## src/usf_pkg.sv

```systemverilog
// Package of offsets, field positions and reset values for the serial status flag block.
package usf_pkg;
    // ----------------------------------------------------------------
    // Register byte offsets
    // ----------------------------------------------------------------
    localparam logic [7:0] USF_STATUS_OFFSET  = 8'h00;
    localparam logic [7:0] USF_RXDATA_OFFSET  = 8'h04;
    localparam logic [7:0] USF_TXDATA_OFFSET  = 8'h08;

    // ----------------------------------------------------------------
    // Status field positions
    // ----------------------------------------------------------------
    localparam int USF_PARITY_BIT  = 7;
    localparam int USF_FRAMING_BIT = 6;
    localparam int USF_OVERRUN_BIT = 5;
    localparam int USF_RXFULL_BIT  = 4;
    localparam int USF_TXDONE_BIT  = 3;
    localparam int USF_TXEMPTY_BIT = 2;

    // ----------------------------------------------------------------
    // Reset values
    // ----------------------------------------------------------------
    localparam logic       USF_PARITY_RESET  = 1'b0;
    localparam logic       USF_OVERRUN_RESET = 1'b0;
    localparam logic       USF_RXFULL_RESET  = 1'b0;
    localparam logic       USF_TXDONE_RESET  = 1'b1;
    localparam logic       USF_TXEMPTY_RESET = 1'b1;
    localparam logic [7:0] USF_BUFFER_RESET  = 8'h00;
    localparam logic [31:0] USF_RDATA_RESET  = 32'h0000_0000;
endpackage

```

## src/usf_status_flags.sv

```systemverilog
// Status flag logic of the serial receiver and transmitter with an APB register port.
//
// Contract
// - Set parity fault flag when computed parity mismatches received parity bit.
// - Clear parity fault flag on receive buffer read after status read.
// - Set overrun flag when a frame completes while receive buffer is unread.
// - On overrun drop the new byte, keep receive buffer contents.
// - Clear overrun flag on receive buffer read after status read.
// - Set receive full flag whenever a completed byte loads the buffer.
// - Clear receive full flag on receive buffer read after status read.
// - Overrun raised between status read and buffer read survives that read.
// - Set transmit empty flag when the byte moves into the shifter.
// - Clear transmit empty flag on transmit buffer write after status read.
// - Set transmit done flag when a frame ends with no byte waiting.
// - Clear transmit done flag when a new transmission starts.
// - Pulse receive interrupt together with setting the receive full flag.
// - Pulse transmit interrupt when transmission starts and empty flag sets.
// - A transmit write without prior status read is ignored entirely.
//
// Register access over APB and the register addresses were chosen for this implementation.
module usf_status_flags
    import usf_pkg::*;
#(
    parameter int ADDR_W = 8
) (
    input  wire logic              clk,
    input  wire logic              reset_n,
    input  wire logic              psel,
    input  wire logic              penable,
    input  wire logic              pwrite,
    input  wire logic [ADDR_W-1:0] paddr,
    input  wire logic [31:0]       pwdata,
    output logic      [31:0]       prdata,
    output logic                   pready,
    output logic                   pslverr,
    input  wire logic              rx_frame_done,
    input  wire logic [7:0]        rx_data,
    input  wire logic              rx_parity_bad,
    output logic                   tx_pending,
    output logic      [7:0]        tx_holding_data,
    input  wire logic              tx_load,
    input  wire logic              tx_frame_done,
    output logic                   rx_interrupt,
    output logic                   tx_interrupt
);
    // ----------------------------------------------------------------
    // Flags, buffers and arm bits
    // ----------------------------------------------------------------
    logic       parity_fault_flag;
    logic       overrun_flag;
    logic       rx_full_flag;
    logic       tx_done_flag;
    logic       tx_buffer_empty_flag;
    logic [7:0] rx_holding_buffer;
    logic [7:0] tx_holding_buffer;
    logic       arm_parity;
    logic       arm_overrun;
    logic       arm_rx_full;
    logic       arm_tx_empty;
    logic [7:0] serial_status_reg;

    // ----------------------------------------------------------------
    // Bus decode
    // ----------------------------------------------------------------
    function automatic logic usf_hit(input logic [ADDR_W-1:0] addr, input logic [7:0] offset);
        usf_hit = (addr == ADDR_W'(offset));
    endfunction

    logic setup_phase;
    logic access_phase;
    logic hit_status;
    logic hit_rxdata;
    logic hit_txdata;
    logic status_read;
    logic rx_read;
    logic tx_write;
    logic tx_accept;
    logic rx_store;
    logic tx_start;

    assign setup_phase  = psel && !penable;
    assign access_phase = psel && penable;
    assign hit_status   = usf_hit(paddr, USF_STATUS_OFFSET);
    assign hit_rxdata   = usf_hit(paddr, USF_RXDATA_OFFSET);
    assign hit_txdata   = usf_hit(paddr, USF_TXDATA_OFFSET);
    assign status_read  = access_phase && !pwrite && hit_status;
    assign rx_read      = access_phase && !pwrite && hit_rxdata;
    assign tx_write     = access_phase && pwrite && hit_txdata;
    // Only a write whose empty flag was seen by a status read is taken.
    assign tx_accept    = tx_write && arm_tx_empty;
    assign rx_store     = rx_frame_done && !rx_full_flag;
    assign tx_start     = tx_load && tx_pending;

    assign pready = 1'b1;
    // Only status and receive data read, only transmit data writes; all else errors.
    assign pslverr = access_phase &&
                     !((!pwrite && (hit_status || hit_rxdata)) || (pwrite && hit_txdata));

    always_comb begin
        serial_status_reg = 8'h00;
        serial_status_reg[USF_PARITY_BIT]  = parity_fault_flag;
        serial_status_reg[USF_OVERRUN_BIT] = overrun_flag;
        serial_status_reg[USF_RXFULL_BIT]  = rx_full_flag;
        serial_status_reg[USF_TXDONE_BIT]  = tx_done_flag;
        serial_status_reg[USF_TXEMPTY_BIT] = tx_buffer_empty_flag;
    end

    // Read data is captured in the setup cycle so that the arm bits match
    // exactly the word software sees, even if a flag moves in the access cycle.
    always_ff @(posedge clk or negedge reset_n) begin
        if (!reset_n) begin
            prdata <= USF_RDATA_RESET;
        end else if (setup_phase && !pwrite) begin
            if (hit_status) begin
                prdata <= {24'h000000, serial_status_reg};
            end else if (hit_rxdata) begin
                prdata <= {24'h000000, rx_holding_buffer};
            end else begin
                prdata <= USF_RDATA_RESET;
            end
        end
    end

    // ----------------------------------------------------------------
    // Arm bits
    // ----------------------------------------------------------------
    always_ff @(posedge clk or negedge reset_n) begin
        if (!reset_n) begin
            arm_parity   <= 1'b0;
            arm_overrun  <= 1'b0;
            arm_rx_full  <= 1'b0;
            arm_tx_empty <= 1'b0;
        end else begin
            if (status_read) begin
                arm_parity  <= prdata[USF_PARITY_BIT];
                arm_overrun <= prdata[USF_OVERRUN_BIT];
                arm_rx_full <= prdata[USF_RXFULL_BIT];
            end else if (rx_read) begin
                arm_parity  <= 1'b0;
                arm_overrun <= 1'b0;
                arm_rx_full <= 1'b0;
            end
            if (status_read) begin
                arm_tx_empty <= prdata[USF_TXEMPTY_BIT];
            end else if (tx_write) begin
                arm_tx_empty <= 1'b0;
            end
        end
    end

    // ----------------------------------------------------------------
    // Receive side
    // ----------------------------------------------------------------
    always_ff @(posedge clk or negedge reset_n) begin
        if (!reset_n) begin
            rx_holding_buffer <= USF_BUFFER_RESET;
        end else if (rx_store) begin
            rx_holding_buffer <= rx_data;
        end
    end

    // In every flag below a new event wins over a clear in the same cycle.
    always_ff @(posedge clk or negedge reset_n) begin
        if (!reset_n) begin
            parity_fault_flag <= USF_PARITY_RESET;
        end else if (rx_frame_done && rx_parity_bad) begin
            parity_fault_flag <= 1'b1;
        end else if (rx_read && arm_parity) begin
            parity_fault_flag <= 1'b0;
        end
    end

    // An overrun that arrives after the status read is not armed and so stays.
    always_ff @(posedge clk or negedge reset_n) begin
        if (!reset_n) begin
            overrun_flag <= USF_OVERRUN_RESET;
        end else if (rx_frame_done && rx_full_flag) begin
            overrun_flag <= 1'b1;
        end else if (rx_read && arm_overrun) begin
            overrun_flag <= 1'b0;
        end
    end

    always_ff @(posedge clk or negedge reset_n) begin
        if (!reset_n) begin
            rx_full_flag <= USF_RXFULL_RESET;
        end else if (rx_store) begin
            rx_full_flag <= 1'b1;
        end else if (rx_read && arm_rx_full) begin
            rx_full_flag <= 1'b0;
        end
    end

    always_ff @(posedge clk or negedge reset_n) begin
        if (!reset_n) begin
            rx_interrupt <= 1'b0;
        end else begin
            rx_interrupt <= rx_store;
        end
    end

    // ----------------------------------------------------------------
    // Transmit side
    // ----------------------------------------------------------------
    always_ff @(posedge clk or negedge reset_n) begin
        if (!reset_n) begin
            tx_holding_buffer <= USF_BUFFER_RESET;
        end else if (tx_accept) begin
            tx_holding_buffer <= pwdata[7:0];
        end
    end

    // Write and shifter load cannot meet: a write needs the flag set, a load needs it clear.
    always_ff @(posedge clk or negedge reset_n) begin
        if (!reset_n) begin
            tx_buffer_empty_flag <= USF_TXEMPTY_RESET;
        end else if (tx_start) begin
            tx_buffer_empty_flag <= 1'b1;
        end else if (tx_accept) begin
            tx_buffer_empty_flag <= 1'b0;
        end
    end

    always_ff @(posedge clk or negedge reset_n) begin
        if (!reset_n) begin
            tx_done_flag <= USF_TXDONE_RESET;
        end else if (tx_frame_done && tx_buffer_empty_flag) begin
            tx_done_flag <= 1'b1;
        end else if (tx_start) begin
            tx_done_flag <= 1'b0;
        end
    end

    always_ff @(posedge clk or negedge reset_n) begin
        if (!reset_n) begin
            tx_interrupt <= 1'b0;
        end else begin
            tx_interrupt <= tx_start;
        end
    end

    assign tx_pending      = !tx_buffer_empty_flag;
    assign tx_holding_data = tx_holding_buffer;
endmodule

```

## config.mk

```make
export PLATFORM = sky130hd
export DESIGN_NAME = usf_status_flags
export DESIGN_NICKNAME = d
export VERILOG_FILES = /design/src/usf_pkg.sv /design/src/usf_status_flags.sv
export SDC_FILE = /design/constraint.sdc
export NUM_CORES = 1
export LEC_CHECK = 0
export ABC_AREA = 1
export BUFFER_PORTS_ARGS = -buffer_cell sky130_fd_sc_hd__buf_4
export CORE_MARGIN = 2
export CORE_UTILIZATION = 48
export DETAILED_ROUTE_END_ITERATION = 16
export PLACE_DENSITY = 0.91
export SYNTH_ARGS = -nofsm -noshare
export SYNTH_HDL_FRONTEND = slang
export SYNTH_SLANG_ARGS = --single-unit
```

## constraint.sdc

```tcl
create_clock -name clk -period 3.01 [get_ports clk]
set_clock_uncertainty 0.15 [all_clocks]
set_input_delay 0.301 -clock clk [delete_from_list [all_inputs] [get_ports clk]]
set_output_delay 0.301 -clock clk [all_outputs]
set_load 0.02 [all_outputs]
```

After elaboration in Yosys (flattened, before gate mapping)
Cells that the tools add are included.

storage, ports and cells
  input bits = 57
  register bits = 59
  output and inout bits = 45
  logic and storage cells = 69

cells by class
  equal/unequal tests = 2
  reductions and logical operators = 35
  muxes and demuxes = 18

operators by type and width
  operator                                       number
  logical AND 1 bit                              20
  two-way mux 1 bit                              16
  two-way mux 8 bit                              2
  nonzero test 2 bit                             7
  == test 8 x 3 -> 1 bit, second input constant  1
  == test 8 x 4 -> 1 bit, second input constant  1
  logical NOT 8 bit                              1
  logical NOT 1 bit                              5
  logical OR 1 bit                               2

Logic depth before layout (Yosys ltp)
  depth in word-level cells = 6
  gate-level depth with buffers = 8
  gate-level depth less buffers = 7

Least setup slack after synthesis
Ideal clock, no wire load.

  kind = input-to-output
  from = input paddr[7]
  to = output pslverr
  stages on the path = 6
  data required time = 2.559 ns
  arrival = 1.048 ns
  path slack = 1.511 ns
  buffers on the path = 0
  path through = nor2_2 -> nand2_4 -> clkinv_2 -> nand2_1 -> nand2_1 -> o21ai_1

on the way
  word-level cells in the longest chain between the ends = 6
  elaborated cells on any way between the ends = 9
  classes of those cells = 2 x eq/ne; 7 x reduce/logical

RTL lines
  item                                                                line                    source
  from (decl)                                                         usf_status_flags.sv:31  input wire logic [ADDR_W-1:0] paddr,
  == test 8 x 3 -> 1 bit / logical NOT 8 bit (equally long branches)  usf_status_flags.sv:66  usf_hit = (addr == ADDR_W'(offset));
  logical OR 1 bit                                                    usf_status_flags.sv:97  !((!pwrite && (hit_status || hit_rxdata)) || (pwrite && hit_txdata));
  logical AND 1 bit                                                   usf_status_flags.sv:97
  logical OR 1 bit (*)                                                usf_status_flags.sv:97
  logical NOT 1 bit (*)                                               usf_status_flags.sv:97
  logical AND 1 bit (*)                                               usf_status_flags.sv:96  assign pslverr = access_phase &&
  to (decl)                                                           usf_status_flags.sv:35  output logic pslverr,

Every way passes the cells marked *; elsewhere a longest branch is shown, timed or not.

Final worst setup path
  from = input paddr[3]
  to = output pslverr

Same word-level chain as after synthesis.

==> results by group <==
Run status
  • Outcome: completed

Global routing
  • Met3 usage: between 5 and 6%
  • Largest net degree at the start of global routing: 36
  • Global Route Usage Sum: 17.88%
  • Gr busiest metal: met2
  • M2 GR Usage: 32.00%
  • Initial antenna violation count: 0
  • Met1 Use GR: 20.31%
  • First-pass GRT wire length: between 5000 and 6000 um
  • Vias in the first global route: 1361
  • GR Overflow Total: 0

Floorplanning
  • Rows: 22
  • I/O pin cnt: 102
  • Die X: 66.13 um
  • Die Y: roughly 66 um
  • Die ar.: 4373 um^2
  • Core Footprint: 3689 um^2
  • Starting Density: approximately half

CTS
  • H-tree depth: 2
  • Max Buffers Root-to-Sink: 2
  • Clock Latency Late Sink: 0.28 ns
  • Clock root cell: clkbuf_8
  • Clk slew on worst S/H paths: 0.07 ns
  • CTS tree: done
  • TritonCTS Sinks: 35
  • CTS buffer count: 5

Worst setup path
  • CP Launch Point: paddr[3]
  • Worst reg2reg setup slack: 1.85 ns
  • CP Cell Sequence: buf_4 > inv_1 > nand2_1 > nor2_2 > nand2_1 > nand2_1 > o21ai_1 > buf_4
  • FF-to-FF path depth: 4
  • Worst setup path endpoint: pslverr
  • Crit path DAT: about 1.4 ns
  • Crit Path Class: in -> out
  • Critical Path End Type: primary output
  • Crit path max-delay family: simple AND/OR/NAND/NOR gates
  • Critical R2R Capture: rx_holding_buffer[7]$_DFFE_PN0P_
  • Critical path's most frequent cell: nand2_1
  • Slowest Stage Delay on Critical Path: 0.27 ns
  • Critical Path RT: 2.56 ns
  • Number of cells on the critical path: 8
  • CP max-delay cell: nor2_2
  • CP bufs+invs: 3
  • RR Startpoint: rx_full_flag$_DFFE_PN0P_
  • Startpoint Class: input pin
  • Max FO, Critical Path: 7

Drt
  • Wirelength per Cell: around 11 um
  • Detailed Route Iter0 Violations: 86
  • Final ANT Viol Nets: 0
  • First-pass DRT Iterations: 5
  • Routed via count: 1483
  • Total Wirelength: 3614 um
  • Vias per inst: between 4 and 5
  • Post-route DRC: 0

Hold path
  • HP Class: in -> reg
  • Hold Startpoint: rx_parity_bad

Placement
  • Dpl hpwl: 2759 um
  • Port Buf Inserts: 52
  • Gp weighted congestion: 0.8180
  • Placed cells: between 300 and 400

Logic synthesis
  • Cell taking the most area after synthesis: dfrtp_1
  • Simple-Gate Fraction of Synth Area: 35.79%
  • Seq/Total Area, Yosys: 47.40%
  • Adder-cell share of the synthesized area: 0%
  • Post-synth top cells: nand2_1, dfrtp_1, buf_4
  • Synth warn: 0
  • Syn Std Cell Area: roughly 1900 um^2
  • Yosys cell types: 22
  • Async set or reset register ratio after synthesis: 100.0%
  • Synthesis-stage register bit count: 35
  • Avg Cell Area, Syn: 8.423 um^2
  • Mux cell area share after synthesis: 0%
  • Count leader, synth: nand2_1
  • Area fraction of the dominant cell type after synthesis: 44.56%
  • Post-synth EDFFs: 0
  • Post-Synth XOR/XNOR Area: 0%
  • Synth Instances: 220
  • Largest family of logic cells by synthesized area: simple AND/OR/NAND/NOR gates
  • Dominant synthesized flop cell: dfrtp_1
  • Ranking of synthesized cells by area: dfrtp_1, nand2_1, buf_4, nand3_1, nor2_4
  • Complex-gate fraction of the synthesized area: 1.823%

STA
  • Period minus WS final: 1.824 ns
  • Max Clock Freq: 548.2 MHz
  • Final setup fails: 0
  • Tcrit/Tclk final: 60.60%
  • Setup TNS: 0 ns
  • Final hold vios: 0
  • RSZ-0062 raised after global routing: no
  • Final Max Tran Viols: 0

Cells and area
  • Syn-to-layout area delta: 22.01%
  • Final nets: 332
  • Share of layout cells above drive strength 1: between 20% and 30%
  • Final std cells w/o fill: ~320
  • Number of diodes: 0

Power
  • Worst vdd ir: 0.0003448 V
  • Pleak: roughly 0.0013 uW
  • Total power divided by cell area: 450.0 nW/um^2

Run
  • Max Cap Viol: 0
==> flip-flops by register name, summed over array words and instances (netlist names) <==
name	cells
prdata	8
rx_holding_buffer	8
tx_holding_data	8
arm_overrun	1
arm_parity	1
arm_rx_full	1
arm_tx_empty	1
overrun_flag	1
parity_fault_flag	1
rx_full_flag	1
rx_interrupt	1
tx_buffer_empty_flag	1
tx_done_flag	1
tx_interrupt	1
==> logic make-up (layout without fill, tap and decap cells) <==
group	Yosys count	count (layout)
AND/OR/NAND/NOR	137	137
AO/OA/AOI/OAI	6	6
buffers and inverters	40	73
flip-flops	35	35
other	2	25
==> how the worst min path moves through the flow <==
stage	cells past startpoint	endpoint	slack [ns]
final	3	parity_fault_flag$_DFFE_PN0P_	0.06
after global routing	3	rx_holding_buffer[0]$_DFFE_PN0P_	0.05
after CTS	3	parity_fault_flag$_DFFE_PN0P_	0.05
after detailed placement	1	tx_holding_data[3]$_DFFE_PN0P_	0.12
after global placement	1	tx_interrupt$_DFF_PN0_	0.12
after floorplan	0	arm_overrun$_DFFE_PN0P_	-0.14
==> area by class of cell <==
cell class / instances / area, um^2
Clock buffer: 6 / 72.57
Clock inverter: 2 / 12.51
Fill cell: 345 / 1428
Inverter: 12 / 46.29
Multi-Input combinational cell: 168 / 790.8
Sequential cell: 35 / 878.3
Tap cell: 48 / 60.06
Timing Repair Buffer: 53 / 400.4
==> metrics by stage <==
| step | cell area [um^2] | util [%] | worst slack (ns) | total power, uW | hold WS, ns |
|---|---|---|---|---|---|
| after floorplan | 1939 | - | 1.511 | 652.6 | -0.1446 |
| after global placement | 2166 | 58.72 | 1.220 | 689.8 | 0.1155 |
| after detailed placement | 2166 | 58.72 | 1.192 | 697.6 | 0.1243 |
| after CTS | 2261 | 61.30 | 1.191 | 1031 | 0.04941 |
| after global routing | 2261 | 61.30 | 1.083 | 1075 | 0.05379 |
| final | 2261 | 61.30 | 1.186 | 1017 | 0.06044 |
==> tightest hold or removal path, cell delays in order <==
cell and delay (ns):
buf_4 0.07, nand2_1 0.04, nand2_1 0.05
==> cells in the final DEF, fill, tap and decap left out <==
master         count
nor2_2             3
dlygate4sd3_1      1
dfstp_2            2
dfrtp_1           33
nand2_4            1
nor2_4             6
clkinv_2           2
nor2_1             3
inv_2              3
nand3_4            1
nor3_4             1
a22o_1             1
nand4_1            8
inv_1              8
nand3_2            3
clkbuf_1           1
nand3_1           17
nand2_1           93
clkinvlp_4         1
clkbuf_8           5
nand2_2            1
conb_1            25
buf_4             52
o21ai_1            5
==> layer usage <==
metal  vias to the layer above  part of all wire [%]
li1                        754                     -
met1                       667                    41
met2                        58                    50
met3                         4                   8.2
met4                         0                  0.83
met5                         -                     0
==> power by group <==
group | switching (uW) | internal [uW]
Combinational | 95.4 | 55.9
Clock | 168 | 162
Sequential | 24.4 | 513
Total | 287 | 730
==> repair_timing <==
action,in CTS,in global routing
hold endpoints to repair,33,0
hold buffers,1,0
buffers inserted,0,0
setup endpoints to repair,0,0
resized for setup,0,0
No activity file was read; power rests on OpenSTA's default activity.
